[config.mk]
export PLATFORM = sky130hd
export DESIGN_NAME = acr_ctrl2
export DESIGN_NICKNAME = d
export VERILOG_FILES = /design/src/common/acr_pkg.sv /design/src/core/acr_sync.sv /design/src/core/acr_trig_sel.sv /design/src/core/acr_ctrl2.sv
export VERILOG_INCLUDE_DIRS = /design/src /design/src/common
export SDC_FILE = /design/constraint.sdc
export NUM_CORES = 1
export LEC_CHECK = 0
export ABC_AREA = 1
export BUFFER_PORTS_ARGS = -buffer_cell sky130_fd_sc_hd__clkbuf_2
export CAP_MARGIN = 20
export CORE_UTILIZATION = 25
export DETAILED_ROUTE_END_ITERATION = 16
export GPL_TIMING_DRIVEN = 0
export PLACE_DENSITY = 0.56
export SETUP_SLACK_MARGIN = 0.1
export SYNTH_ARGS = -nofsm -noshare
export SYNTH_HDL_FRONTEND = slang
export SYNTH_HIERARCHICAL = 1
export SYNTH_SLANG_ARGS = --single-unit
[constraint.sdc]
create_clock -name hclk -period 3.64 [get_ports hclk]
set_input_delay 0.364 -clock hclk [delete_from_list [all_inputs] [get_ports hclk]]
set_output_delay 0.364 -clock hclk [all_outputs]
set_load 0.02 [all_outputs]
[src/common/acr_defs.svh]
`ifndef ACR_DEFS_SVH
`define ACR_DEFS_SVH
`define ACR_OFF_CTRL2      12'h008
`define ACR_RESET_CTRL2    32'h0000_0000
`define ACR_WMASK_CTRL2    32'h00fe_f907
`define ACR_BIT_SENSOR     23
`define ACR_BIT_RSOFT      22
`define ACR_BIT_JSOFT      21
`define ACR_BIT_REXT       20
`define ACR_POS_RSEL       17
`define ACR_BIT_JEXT       15
`define ACR_POS_JSEL       12
`define ACR_BIT_ALIGN      11
`define ACR_BIT_DMA        8
`define ACR_BIT_CAL        2
`define ACR_BIT_CONT       1
`define ACR_BIT_POWER      0
`define ACR_SEL_SOFT       3'h7
`define ACR_HTRANS_NONSEQ  2'h2
`endif

[src/common/acr_pkg.sv]
package acr_pkg;
   typedef struct packed {
      logic       sensor_ref_enable;
      logic       regular_soft_start;
      logic       injected_soft_start;
      logic       regular_ext_trig_enable;
      logic [2:0] regular_trigger_select;
      logic       injected_ext_trig_enable;
      logic [2:0] injected_trigger_select;
      logic       result_align_left;
      logic       dma_request_enable;
      logic       calibrate_start;
      logic       continuous_mode;
      logic       converter_power;
   } acr_ctrl_t;

   typedef struct packed {
      logic [7:0] regular_src;
      logic [7:0] injected_src;
   } acr_trig_t;

   typedef struct packed {
      logic        addr_valid;
      logic        addr_write;
      logic [11:0] addr;
   } acr_bus_t;
endpackage

[src/core/acr_sync.sv]
`timescale 1ns/1ps
module acr_sync
   import acr_pkg::*;
#(
   parameter int WIDTH = 16
) (
   input  wire logic             hclk,
   input  wire logic             hresetn,
   input  wire logic [WIDTH-1:0] async_in,
   output logic      [WIDTH-1:0] sync_out
);
   typedef struct packed {
      logic [WIDTH-1:0] meta;
      logic [WIDTH-1:0] sync;
   } acr_sync_st_t;

   acr_sync_st_t st_q;
   acr_sync_st_t st_d;

   always_comb begin
      st_d      = st_q;
      st_d.meta = async_in;
      st_d.sync = st_q.meta;
   end

   always_ff @(posedge hclk or negedge hresetn) begin
      if (!hresetn) begin
         st_q <= '0;
      end else begin
         st_q <= st_d;
      end
   end

   assign sync_out = st_q.sync;
endmodule

[src/core/acr_trig_sel.sv]
`timescale 1ns/1ps
`include "acr_defs.svh"
module acr_trig_sel
   import acr_pkg::*;
(
   input  wire logic       hclk,
   input  wire logic       hresetn,
   input  wire logic [7:0] src,
   input  wire logic [2:0] sel,
   input  wire logic       ext_enable,
   output logic            fire
);
   // rising-edge detect on the synchronised sources; code 7 is software only
   typedef struct packed {
      logic [7:0] prev;
      logic       fire;
   } acr_ts_st_t;

   acr_ts_st_t st_q;
   acr_ts_st_t st_d;

   always_comb begin
      st_d      = st_q;
      st_d.prev = src;
      st_d.fire = ext_enable && (sel != `ACR_SEL_SOFT) && src[sel] && !st_q.prev[sel];
   end

   always_ff @(posedge hclk or negedge hresetn) begin
      if (!hresetn) begin
         st_q <= '0;
      end else begin
         st_q <= st_d;
      end
   end

   assign fire = st_q.fire;
endmodule

[src/core/acr_ctrl2.sv]
// Chosen here: the AHB-Lite register port.
`timescale 1ns/1ps
`include "acr_defs.svh"
module acr_ctrl2
   import acr_pkg::*;
(
   input  wire logic        hclk,
   input  wire logic        hresetn,
   input  wire logic        hsel,
   input  wire logic [11:0] haddr,
   input  wire logic [1:0]  htrans,
   input  wire logic        hwrite,
   input  wire logic [2:0]  hsize,
   input  wire logic [31:0] hwdata,
   input  wire logic        hready,
   output logic      [31:0] hrdata,
   output logic             hreadyout,
   output logic             hresp,
   input  wire logic [7:0]  regular_trig_in,
   input  wire logic [7:0]  injected_trig_in,
   input  wire logic        regular_conv_begin,
   input  wire logic        injected_conv_begin,
   input  wire logic        calibration_done,
   output logic             sensor_ref_on,
   output logic             converter_powered,
   output logic             power_down,
   output logic             regular_start,
   output logic             injected_start,
   output logic             calibrate_go,
   output logic             abort,
   output logic             continuous,
   output logic             align_left,
   output logic             dma_enable
);
   typedef struct packed {
      acr_ctrl_t   ctrl;
      acr_bus_t    bus;
      logic [31:0] rdata;
      logic        sensor_ref_on;
      logic        powered;
      logic        power_down;
      logic        reg_start;
      logic        inj_start;
      logic        cal_go;
      logic        abort;
      logic        cont;
      logic        align;
      logic        dma;
   } acr_st_t;

   acr_st_t st_q;
   acr_st_t st_d;

   logic [7:0] reg_src_s;
   logic [7:0] inj_src_s;
   logic       reg_ext_fire;
   logic       inj_ext_fire;

   // ************************************************************
   // trigger sources: pins, so two flops first
   // ************************************************************
   acr_sync #(.WIDTH(16)) u_sync (
      .hclk     (hclk),
      .hresetn  (hresetn),
      .async_in ({regular_trig_in, injected_trig_in}),
      .sync_out ({reg_src_s, inj_src_s})
   );

   acr_trig_sel u_reg_sel (
      .hclk       (hclk),
      .hresetn    (hresetn),
      .src        (reg_src_s),
      .sel        (st_q.ctrl.regular_trigger_select),
      .ext_enable (st_q.ctrl.regular_ext_trig_enable),
      .fire       (reg_ext_fire)
   );

   acr_trig_sel u_inj_sel (
      .hclk       (hclk),
      .hresetn    (hresetn),
      .src        (inj_src_s),
      .sel        (st_q.ctrl.injected_trigger_select),
      .ext_enable (st_q.ctrl.injected_ext_trig_enable),
      .fire       (inj_ext_fire)
   );

   function automatic logic [31:0] pack_ctrl(input acr_ctrl_t c);
      logic [31:0] w;
      w                                    = '0;
      w[`ACR_BIT_SENSOR]                   = c.sensor_ref_enable;
      w[`ACR_BIT_RSOFT]                    = c.regular_soft_start;
      w[`ACR_BIT_JSOFT]                    = c.injected_soft_start;
      w[`ACR_BIT_REXT]                     = c.regular_ext_trig_enable;
      w[`ACR_POS_RSEL +: 3]                = c.regular_trigger_select;
      w[`ACR_BIT_JEXT]                     = c.injected_ext_trig_enable;
      w[`ACR_POS_JSEL +: 3]                = c.injected_trigger_select;
      w[`ACR_BIT_ALIGN]                    = c.result_align_left;
      w[`ACR_BIT_DMA]                      = c.dma_request_enable;
      w[`ACR_BIT_CAL]                      = c.calibrate_start;
      w[`ACR_BIT_CONT]                     = c.continuous_mode;
      w[`ACR_BIT_POWER]                    = c.converter_power;
      return w;
   endfunction

   function automatic acr_ctrl_t unpack_ctrl(input logic [31:0] w);
      acr_ctrl_t c;
      c.sensor_ref_enable        = w[`ACR_BIT_SENSOR];
      c.regular_soft_start       = w[`ACR_BIT_RSOFT];
      c.injected_soft_start      = w[`ACR_BIT_JSOFT];
      c.regular_ext_trig_enable  = w[`ACR_BIT_REXT];
      c.regular_trigger_select   = w[`ACR_POS_RSEL +: 3];
      c.injected_ext_trig_enable = w[`ACR_BIT_JEXT];
      c.injected_trigger_select  = w[`ACR_POS_JSEL +: 3];
      c.result_align_left        = w[`ACR_BIT_ALIGN];
      c.dma_request_enable       = w[`ACR_BIT_DMA];
      c.calibrate_start          = w[`ACR_BIT_CAL];
      c.continuous_mode          = w[`ACR_BIT_CONT];
      c.converter_power          = w[`ACR_BIT_POWER];
      return c;
   endfunction

   // ************************************************************
   // bus and control next state
   // ************************************************************
   logic        wr_hit;
   logic [31:0] old_w;
   logic [31:0] new_w;
   acr_ctrl_t   nc;
   logic        rsoft_go;
   logic        jsoft_go;

   always_comb begin
      st_d     = st_q;
      old_w    = pack_ctrl(st_q.ctrl);
      new_w    = (old_w & ~`ACR_WMASK_CTRL2) | (hwdata & `ACR_WMASK_CTRL2);
      nc       = unpack_ctrl(new_w);
      wr_hit   = st_q.bus.addr_valid && st_q.bus.addr_write
                 && (st_q.bus.addr == `ACR_OFF_CTRL2);
      rsoft_go = 1'b0;
      jsoft_go = 1'b0;

      st_d.reg_start = 1'b0;
      st_d.inj_start = 1'b0;
      st_d.cal_go    = 1'b0;
      st_d.abort     = 1'b0;

      // address phase capture; zero wait states
      st_d.bus.addr_valid = hsel && hready && htrans[1];
      st_d.bus.addr_write = hwrite;
      st_d.bus.addr       = {haddr[11:2], 2'b00};
      if (hsel && hready && htrans[1] && !hwrite) begin
         st_d.rdata = ({haddr[11:2], 2'b00} == `ACR_OFF_CTRL2) ? old_w : 32'h0000_0000;
      end

      if (wr_hit) begin
         // reserved bits are not stored and read back zero
         if (!nc.converter_power) begin
            nc.calibrate_start     = 1'b0;
            nc.regular_soft_start  = 1'b0;
            nc.injected_soft_start = 1'b0;
            st_d.abort             = st_q.ctrl.converter_power;
         end else if (st_q.ctrl.converter_power && (new_w == old_w)) begin
            st_d.reg_start = 1'b1;
         end
         if (nc.calibrate_start && !st_q.ctrl.calibrate_start && nc.converter_power) begin
            st_d.cal_go = 1'b1;
         end
         st_d.ctrl = nc;
      end

      // soft starts fire only with the software code selected
      rsoft_go = st_d.ctrl.regular_soft_start && st_d.ctrl.converter_power
                 && (st_d.ctrl.regular_trigger_select == `ACR_SEL_SOFT);
      jsoft_go = st_d.ctrl.injected_soft_start && st_d.ctrl.converter_power
                 && (st_d.ctrl.injected_trigger_select == `ACR_SEL_SOFT);
      if (rsoft_go && !st_q.reg_start && !wr_hit) begin
         st_d.reg_start = 1'b1;
      end
      if (jsoft_go && !wr_hit) begin
         st_d.inj_start = 1'b1;
      end
      if (st_q.ctrl.converter_power && reg_ext_fire) begin
         st_d.reg_start = 1'b1;
      end
      if (st_q.ctrl.converter_power && inj_ext_fire) begin
         st_d.inj_start = 1'b1;
      end

      // hardware clears; a same-cycle software set via new write still wins
      if (regular_conv_begin && !(wr_hit && !st_q.ctrl.regular_soft_start
                                  && nc.regular_soft_start)) begin
         st_d.ctrl.regular_soft_start = 1'b0;
         st_d.reg_start               = 1'b0;
      end
      if (injected_conv_begin && !(wr_hit && !st_q.ctrl.injected_soft_start
                                   && nc.injected_soft_start)) begin
         st_d.ctrl.injected_soft_start = 1'b0;
         st_d.inj_start                = 1'b0;
      end
      if (calibration_done && !st_d.cal_go) begin
         st_d.ctrl.calibrate_start = 1'b0;
      end

      st_d.sensor_ref_on = st_d.ctrl.sensor_ref_enable;
      st_d.powered       = st_d.ctrl.converter_power;
      st_d.power_down    = !st_d.ctrl.converter_power;
      st_d.cont          = st_d.ctrl.continuous_mode;
      st_d.align         = st_d.ctrl.result_align_left;
      st_d.dma           = st_d.ctrl.dma_request_enable;
   end

   always_ff @(posedge hclk or negedge hresetn) begin
      if (!hresetn) begin
         st_q            <= '0;
         st_q.power_down <= 1'b1;
      end else begin
         st_q <= st_d;
      end
   end

   // ************************************************************
   // outputs
   // ************************************************************
   assign hrdata            = st_q.rdata;
   assign hreadyout         = 1'b1;
   assign hresp             = 1'b0;
   assign sensor_ref_on     = st_q.sensor_ref_on;
   assign converter_powered = st_q.powered;
   assign power_down        = st_q.power_down;
   assign regular_start     = st_q.reg_start;
   assign injected_start    = st_q.inj_start;
   assign calibrate_go      = st_q.cal_go;
   assign abort             = st_q.abort;
   assign continuous        = st_q.cont;
   assign align_left        = st_q.align;
   assign dma_enable        = st_q.dma;
endmodule

==> impl_results.md, run 1 <==
- # IOs: 117
- Setup Skew: 0.00852 ns
- YS warnings: 6
- Syn Inst Count: 427
- Final hold vios: 0
- First-pass GRT wire length: roughly 14 mm
- Top cell by count, worst path: nor2_1
- CP Buf/Inv Count: 0
- Status: completed
- Max-cap violations: 0
- Final slew viol count: 0
- Fin crit share: 0.406
- Root buf cell: clkbuf_16
- Pin count of the biggest net entering global routing: 68
- Core ar.: 15400 um^2
- Worst path max stage delay: 0.46 ns
- Area Growth Syn to Fin: 25.7%
- Fillcell total: approximately 1600
- WL/cell: 10.8 um
- Fin nets: 604
- Critical path peak fanout: 6
- Layout cells sized above 1: 0.303
- FMAX: ~0.68 GHz
- CP required: 3.91 ns
- Initial core utilization: 0.260
- Post-DP HPWL: 6.29 mm
- Slew headroom: 0.651
- Sw frac: 0.246
- Final instance area: 5020 um^2
- Netlist Area Pre-Place: 3990 um^2
- Postcts setup bufs: 0
- Final min period: 1.48 ns
- Drt via density: 3.73
- Setup TNS: 0 ns
- Crit path max-delay family: simple AND/OR/NAND/NOR gates
- Worst EP arrival: 1.74 ns
- VDD IR max: 272 uV
- WS Path Type: reg2reg
- CTS Buf Count: 9
- Die ar.: 16500 um^2
- First DRT Iteration DRCs: ~100
- N_diodes: 0
- Final ANT Viol Nets: 0
- Comb power frac: 0.084
- Sequential share of power: 0.500
- Site Rows: 45
- Final setup fails: 0
- Clk sink count: 93
- Clk buf depth: 2
- Leakage power: 2.73 nW
- Residual DRC: 0
- Switching Power: 537 uW
- GRT Max-Usage Layer: met2
- CTS tree: built
- P per Cell Area: ~430 nW/um^2
- Min-delay worst type: in2reg
- Die extent in y: around 130 um
- Met1 GRT Util: 0.129
- Antenna violations before repair: 0
- Placed cell areas: 4720 um^2
- Vias in the first global route: 2801
- Post-cts resize count: 0
- Internal power: approximately 1.6 mW
- DRT Wirelength: a little over 8 mm
- RSZ-0062 raised after global routing: no
- GRT Total Usage: 0.108
- Port-buffer cells: 74
- Total vias in the final route: 2784
- Drt first pass iters: 4
- Met3 usage: 0.0287
- Grt ovf: 0
- Worst-Margin Slew: approximately 0.52 ns
- Nature of the critical path startpoint: register
- Power share of the clock group: 0.416
- Met2 usage: 0.175
- Clock-pin slew on the worst setup and hold paths: 0.07 ns
- Clock latency on the worst-skew pair: approximately 0.34 ns
- Avg Cell Area, Syn: ~9.4 um^2
- Die W: 128 um
- H-tree levels: 3
- Worst path cell trace: ha_1 > nand2_1 > nor2_1 > nand2_1 > nor2_1 > nand2_1 > nor2_1 > nor2_2 > nor2_1
- Worst Setup End Kind: register
- Slowest-stage cell, CP: dfrtp_1
- GP Congestion: 0.767
[per-layer routing]
layer	up-vias	wire, um	part of all wire
li1	1448	-	-
met1	1233	3490	0.43
met2	83	3810	0.47
met3	20	545	0.067
met4	0	247	0.031
met5	-	0	0
[state kept, by name (all words and copies together), names as in the netlist, 7 cells and up]
name and flops:
hrdata 16, old_w 11, st_q 12, u_inj_sel/st_q 7
u_reg_sel/st_q 7, u_sync/st_d 14, u_sync/sync_out 14
[through the flow]
stage | worst slack (ns) | util | hold WS (ns) | power [mW] | instances
2_1_floorplan | 2.26 | - | 0.0684 | 1.22 | 443
3_3_place_gp | 1.15 | 0.305 | 0.334 | 1.29 | 728
3_5_place_dp | 2.05 | 0.307 | 0.335 | 1.30 | 729
4_1_cts | 2.13 | 0.326 | 0.106 | 2.21 | 746
5_1_grt | 2.00 | 0.326 | 0.106 | 2.27 | 746
6_report | 2.16 | 0.326 | 0.119 | 2.18 | 746
[worst paths after layout]
kind                                     start  slack (ns)  depth (start not counted)                 end
min in group asynchronous              hresetn        0.50                          2      u_sync/st_d[1]
max in group asynchronous              hresetn        2.48                          3          power_down
hold reg to reg                 u_sync/st_d[9]        0.35                          0  u_sync/sync_out[9]
setup reg to reg             converter_powered        2.16                          9       regular_start
hold / removal             injected_trig_in[5]        0.12                          1      u_sync/st_d[5]
setup / recovery             converter_powered        2.16                          9       regular_start
[repair_timing]
action                     in CTS  in global routing
setup endpoints to repair       0                  0
hold buffers                    1                  0
hold endpoints to repair       26                  0
[power by group through the flow]
| stage | Sequential, mW | Combinational, mW | Clock, mW |
|---|---|---|---|
| global route | 1.10 | 0.206 | 0.969 |
| global placement | 1.11 | 0.177 | 0 |
| finish | 1.09 | 0.183 | 0.908 |
| detailed placement | 1.11 | 0.185 | 0 |
| floorplan | 1.11 | 0.109 | 0 |
| CTS | 1.09 | 0.186 | 0.935 |
[placed cells by master (no fill, tap or decap), drive strengths merged, types with 2 or more instances in the layout]
| cell | n |
|---|---|
| a22oi | 2 |
| nor2 | 36 |
| clkbuf | 85 |
| nor4 | 3 |
| buf | 41 |
| conb | 18 |
| o22ai | 16 |
| a21oi | 5 |
| nand3 | 12 |
| inv | 83 |
| nand4 | 3 |
| dfrtp | 92 |
| nand2 | 117 |
| o21ai | 13 |
| clkinvlp | 2 |
[area by class of cell]
cell class	count	area, um^2	area share
buffer	41	303	0.0603
tap	211	264	0.0526
inverter	80	300	0.0598
multi-input combinational	229	1120	0.223
clock buffer	10	239	0.0476
sequential	93	2330	0.464
clock inverter	6	52.6	0.0105
timing repair buffer	76	410	0.0818
Note: power is estimated with default switching activity, not from simulation.
==> run 2: changes to the inputs <==
--- a/config.mk
+++ b/config.mk
@@ -12,7 +12,7 @@
 export CORE_UTILIZATION = 25
 export DETAILED_ROUTE_END_ITERATION = 16
 export GPL_TIMING_DRIVEN = 0
-export PLACE_DENSITY = 0.56
+export PLACE_DENSITY = 0.58
 export SETUP_SLACK_MARGIN = 0.1
 export SYNTH_ARGS = -nofsm -noshare
 export SYNTH_HDL_FRONTEND = slang
==> constraint.sdc (replaced) <==
create_clock -name hclk -period 1.3 [get_ports hclk]
set_input_delay 0.13 -clock hclk [delete_from_list [all_inputs] [get_ports hclk]]
set_output_delay 0.13 -clock hclk [all_outputs]
set_load 0.02 [all_outputs]
==> impl_results.md, run 2 (synthesized netlist as in run 1, its figures left out) <==
- Final min period: 1.44 ns (-0.0358 ns)
- Total vias in the final route: 2936 (+5.5%)
- Worst EP arrival: 1.71 ns (-0.03 ns)
- Site Rows: 45 (unchanged)
- Crit path max-delay family: simple AND/OR/NAND/NOR gates
- Worst Setup End Kind: register
- Setup Skew: 0.0107 ns (+0.00223 ns)
- Max-cap violations: 0 (unchanged)
- Pin count of the biggest net entering global routing: 49 (-28%)
- Final setup margin: -0.141 ns (-2.30 ns)
- Final setup fails: 12 (+12)
- Die W: 128 um (unchanged)
- Clock-pin slew on the worst setup and hold paths: 0.07 ns (about the same)
- Final ANT Viol Nets: 0 (unchanged)
- Slew headroom: 0.588 (-0.0630)
- Root buf cell: clkbuf_16
- Fin nets: 638 (+5.6%)
- Layout cells sized above 1: 0.326 (+0.0229)
- Top cell by count, worst path: nor2_1
- Clk buf depth: 2 (unchanged)
- Grt ovf: 0 (unchanged)
- Final hold vios: 0 (unchanged)
- WS Path Type: reg2reg
- Max reg flops: 16 (unchanged)
- Slowest-stage cell, CP: dfrtp_2
- Die extent in y: 128 um (unchanged)
- Port-buffer cells: 74 (unchanged)
- # IOs: 117 (unchanged)
- First-pass GRT wire length: 14.2 mm (+5.1%)
- Placed Instances: 729 (unchanged)
- Most frequent cells in the layout: nand2_1 (106), dfrtp_1 (88), inv_1 (75)
- Worst-Margin Slew: 0.618 ns (+0.0944 ns)
- FMAX: 0.694 GHz (+2.5%)
- DRT Wirelength: 8.74 mm (+8.0%)
- CTS Buf Count: 9 (unchanged)
- Post-DP HPWL: 6.47 mm (+2.9%)
- Area Growth Syn to Fin: 37.7%
- Initial core utilization: 0.260 (unchanged)
- Fin util: 0.358 (+0.0311)
- Placed cell areas: 4740 um^2 (+0.42%)
- Worst path cell trace: ha_4 > nand2_1 > nor2_1 > nand2_1 > nor2_1 > nand2_1 > nor2_1 > nor2_2 > nor2_1
- CP Buf/Inv Count: 0 (unchanged)
- CTS tree: built
- P per Cell Area: 1170 nW/um^2 (+170%)
- Min-delay worst type: in2reg
- CP required: 1.57 ns (-2.34 ns)
- Final instance area: 5500 um^2 (+9.5%)
- Worst path max stage delay: 0.44 ns (-0.02 ns)
- Vias in the first global route: 2894 (+3.3%)
- Drt first pass iters: 4 (unchanged)
- Fin cells: 779 (+4.4%)
- Drt via density: 3.77 (+0.99%)
- Most common cell after layout, fill and taps aside: nand2_1
- Status: finished with violations
- Pre-CTS WS: -0.155 ns (-2.20 ns)
- Residual DRC: 0 (unchanged)
- First DRT Iteration DRCs: 89 (-12%)
- Die ar.: 16500 um^2 (unchanged)
- Final slew viol count: 0 (unchanged)
- H-tree levels: 3 (unchanged)
- RSZ-0062 raised after global routing: yes
- Nature of the critical path startpoint: register
- N_diodes: 0 (unchanged)
- VDD IR max: 634 uV (+130%)
- GRT Total Usage: 0.113 (+0.00576)
- WL/cell: 11.2 um (+3.5%)
- Leakage power: 2.92 nW (+6.7%)
- GP Congestion: 0.793 (+3.3%)
- Core ar.: 15400 um^2 (unchanged)
- Fin crit share: 1.11 (+0.703)
- Clock latency on the worst-skew pair: 0.35 ns (about the same)
- Antenna violations before repair: 0 (unchanged)
- Failing checks: negative setup slack
- Clk sink count: 93 (unchanged)
- Critical path peak fanout: 2 (-4)
==> run 2: final cells by class <==
class | instances | area [um^2]
Fill cell | 1583 | 9870
Clock inverter | 5 | 86.3
Clock buffer | 10 | 229
Buffer | 41 | 318
Inverter | 80 | 300
Tap cell | 211 | 264
Sequential cell | 93 | 2330
Timing Repair Buffer | 110 | 771
Multi-Input combinational cell | 229 | 1190
==> run 2: where the power goes <==
group | leakage (nW) | switching [mW] | internal [mW] | total, mW
Combinational | 1.66 | 0.314 | 0.277 | 0.591
Sequential | 1.10 | 0.0492 | 3.01 | 3.06
Clock | 0.153 | 1.10 | 1.68 | 2.79
Total | 2.92 | 1.46 | 4.97 | 6.44
==> run 2: path summary, 6_finish.rpt <==
path	from	end	slack, ns	cells after the start
worst min-delay path	hwdata[13]	old_w[13]	0.03	3
worst min register to register	u_sync/st_d[10]	u_sync/sync_out[10]	0.34	0
worst max register to register	converter_powered	regular_start	-0.14	9
worst max-delay path	converter_powered	regular_start	-0.14	9
min in group asynchronous	hresetn	u_sync/st_d[6]	0.35	2
max in group asynchronous	hresetn	power_down	0.28	3
==> run 2: layer usage <==
metal	GRT usage	up-vias	share of wire
li1	-	1511	-
met1	0.135	1343	0.43
met2	0.186	70	0.49
met3	0.0349	12	0.059
met4	0.0567	0	0.023
met5	0	-	0
==> run 2: what timing repair did <==
item	in CTS	in global routing
hold buffers	29	0
buffers inserted	4	1
hold endpoints to repair	75	0
setup endpoints to repair	20	29
cloned	0	1
pin swaps	3	7
gates resized for setup	9	23
==> run 2: through the flow <==
step | hold slack (ns) | power [mW] | TNS (ns)
2_1_floorplan | -0.166 | 3.41 | -0.0171
3_3_place_gp | 0.239 | 3.61 | -90.55
3_5_place_dp | 0.236 | 3.63 | -1.33
4_1_cts | 0.0246 | 6.50 | -0.764
5_1_grt | 0.0337 | 6.70 | -1.57
6_report | 0.0312 | 6.44 | -0.297
==> run 2: worst register-to-register path: stages (launching register included) <==
cell	delay (ns)
dfrtp_2	0.44
ha_4	0.27
nand2_1	0.04
nor2_1	0.11
nand2_1	0.07
nor2_1	0.08
nand2_1	0.06
nor2_1	0.13
nor2_2	0.05
nor2_1	0.10
==> run 3: changes to the inputs <==
--- a/config.mk
+++ b/config.mk
@@ -7,6 +7,7 @@
 export NUM_CORES = 1
 export LEC_CHECK = 0
 export ABC_AREA = 1
+export ABC_CLOCK_PERIOD_IN_PS = 1300
 export BUFFER_PORTS_ARGS = -buffer_cell sky130_fd_sc_hd__clkbuf_2
 export CAP_MARGIN = 20
 export CORE_UTILIZATION = 25
@@ -14,6 +15,7 @@
 export GPL_TIMING_DRIVEN = 0
 export PLACE_DENSITY = 0.58
 export SETUP_SLACK_MARGIN = 0.1
+export SKIP_CTS_REPAIR_TIMING = 1
 export SYNTH_ARGS = -nofsm -noshare
 export SYNTH_HDL_FRONTEND = slang
 export SYNTH_HIERARCHICAL = 1
==> impl_results.md, run 3 (synthesized netlist as in run 1, its figures left out) <==
- Drt first pass iters: 4 (unchanged)
- Fillcell total: 1597 (+0.88%)
- Clk sink count: 93 (unchanged)
- GP Congestion: 0.793 (unchanged)
- Most common cell after layout, fill and taps aside: nand2_1
- P per Cell Area: 1180 nW/um^2 (+0.95%)
- Post-DP HPWL: 6.47 mm (unchanged)
- Site Rows: 45 (unchanged)
- Total vias in the final route: 2924 (-0.41%)
- Vias in the first global route: 2770 (-4.3%)
- Crit Reg-Reg Startpoint: st_q[52]
- Core ar.: 15400 um^2 (unchanged)
- Crit Reg-Reg Endpoint: injected_start
- WL/cell: 11.1 um (-1.3%)
- VDD IR max: 632 uV (-0.45%)
- Nature of the critical path startpoint: register
- Die extent in y: 128 um (unchanged)
- Setup Skew: 0.00739 ns (-0.00336 ns)
- Final min period: 1.46 ns (+0.0216 ns)
- DRT Wirelength: 8.63 mm (-1.3%)
- First-pass GRT wire length: 13.8 mm (-3.1%)
- Clock-pin slew on the worst setup and hold paths: 0.07 ns (about the same)
- CP required: 1.58 ns (about the same)
- Slowest-stage cell, CP: dfrtp_1
- Leakage power: 2.90 nW (-0.57%)
- Failing checks: negative hold slack, negative setup slack
- Port-buffer cells: 74 (unchanged)
- CTS tree: built
- Worst-Margin Slew: 0.665 ns (+0.0469 ns)
- Slew headroom: 0.557 (-0.0313)
- Clk buf depth: 2 (unchanged)
- Critical path peak fanout: 6 (+4)
- Final slew viol count: 0 (unchanged)
- Initial core utilization: 0.260 (unchanged)
- FF-to-FF path depth: 10 (+1)
- Drt via density: 3.75 (-0.41%)
- Residual DRC: 0 (unchanged)
- RSZ-0062 raised after global routing: yes
- Final setup margin: -0.162 ns (-0.0216 ns)
- Max-cap violations: 0 (unchanged)
- Grt ovf: 0 (unchanged)
- First DRT Iteration DRCs: 115 (+29%)
- Final setup fails: 8 (-4)
- # IOs: 117 (unchanged)
- Pre-CTS WS: -0.155 ns (unchanged)
- Final ANT Viol Nets: 0 (unchanged)
- Area Growth Syn to Fin: 35.9%
- Setup TNS: -0.591 ns (-0.294 ns)
- Worst Setup End Kind: register
- Die W: 128 um (unchanged)
- Setup slack, reg-to-reg: -0.16 ns (-0.02 ns)
- Most frequent cells in the layout: nand2_1 (110), dfrtp_1 (88), inv_1 (75)
- H-tree levels: 3 (unchanged)
- Worst EP arrival: 1.74 ns (+0.03 ns)
- Fin crit share: 1.12 (+0.0166)
- Status: finished with violations
- Pwr Total: 6.42 mW (-0.31%)
- Worst path cell trace: inv_1 > nand2_1 > nor2_2 > nand3_4 > buf_8 > nand2_2 > o21ai_4 > nor2_2 > nand3_1 > nand2_1
- Pin count of the biggest net entering global routing: 49 (unchanged)
- N_diodes: 0 (unchanged)
- Placed cell areas: 4740 um^2 (unchanged)
- WS Path Type: reg2reg
- Antenna violations before repair: 0 (unchanged)
- Layout cells sized above 1: 0.313 (-0.0123)
- Hold_ws: -0.151 ns (-0.182 ns)
- Critical Path Start: st_q[52]
- Root buf cell: clkbuf_16
- Die ar.: 16500 um^2 (unchanged)
- Final instance area: 5430 um^2 (-1.3%)
- Final hold vios: 47 (+47)
- Max reg flops: 16 (unchanged)
- GRT Total Usage: 0.110 (-0.00305)
- Min-delay worst type: in2async
- FMAX: 0.684 GHz (-1.5%)
- Fin nets: 638 (unchanged)
- Clock latency on the worst-skew pair: 0.34 ns (about the same)
- Worst path max stage delay: 0.36 ns (-0.08 ns)
- CTS Buf Count: 9 (unchanged)
## run 3: cell types whose count changed in the layout (fill, tap and decap cells not counted), moves of 2 or more
cell / delta
buf_4: +4
buf_6: -4
nand2_1: +4
nand2_2: -4
o21ai_1: +2
o21ai_2: -2
## run 3: layer usage
layer / GRT usage / share of wire / up-vias
met5: 0 / 0 / -
met4: 0.0567 / 0.028 / 0
met3: 0.0349 / 0.067 / 15
met2: 0.175 / 0.48 / 82
met1: 0.135 / 0.42 / 1318
li1: - / - / 1509
## run 3: metrics by stage
| step | util | std cells |
|---|---|---|
| finish | 0.353 | 779 |
| global route | 0.353 | 779 |
| CTS | 0.329 | 744 |
| detailed placement | 0.308 | 729 |
| global placement | 0.306 | 728 |
| floorplan | - | 443 |
## run 3: area by class of cell
class	instances	area (um^2)	share of cell area
Sequential cell	93	2330	0.430
Multi-Input combinational cell	229	1160	0.214
Timing Repair Buffer	110	737	0.136
Buffer	41	314	0.0579
Inverter	80	300	0.0553
Tap cell	211	264	0.0486
Clock buffer	10	229	0.0422
Clock inverter	5	86.3	0.0159
## run 3: power breakdown
group          switching [mW]  internal [mW]  total [mW]
sequential             0.0488           3.01        3.06
combinational           0.308          0.273       0.581
clock                    1.09           1.68        2.77
## run 3: worst max path at each step
| stage | cells past startpoint | slack (ns) | endpoint |
|---|---|---|---|
| finish | 10 | -0.16 | injected_start |
| global route | 10 | -0.25 | injected_start |
| CTS | 10 | -0.17 | regular_start |
| detailed placement | 10 | -0.16 | regular_start |
| global placement | 1 | -1.16 | converter_powered |
| floorplan | 9 | -0.02 | regular_start |
## run 3: critical path, delay by kind of cell, from the launching register on
| family | cells | cell delay (ns) |
|---|---|---|
| simple gates | 7 | 0.75 |
| flops | 1 | 0.36 |
| buf+inv | 2 | 0.22 |
| compound gates | 1 | 0.07 |
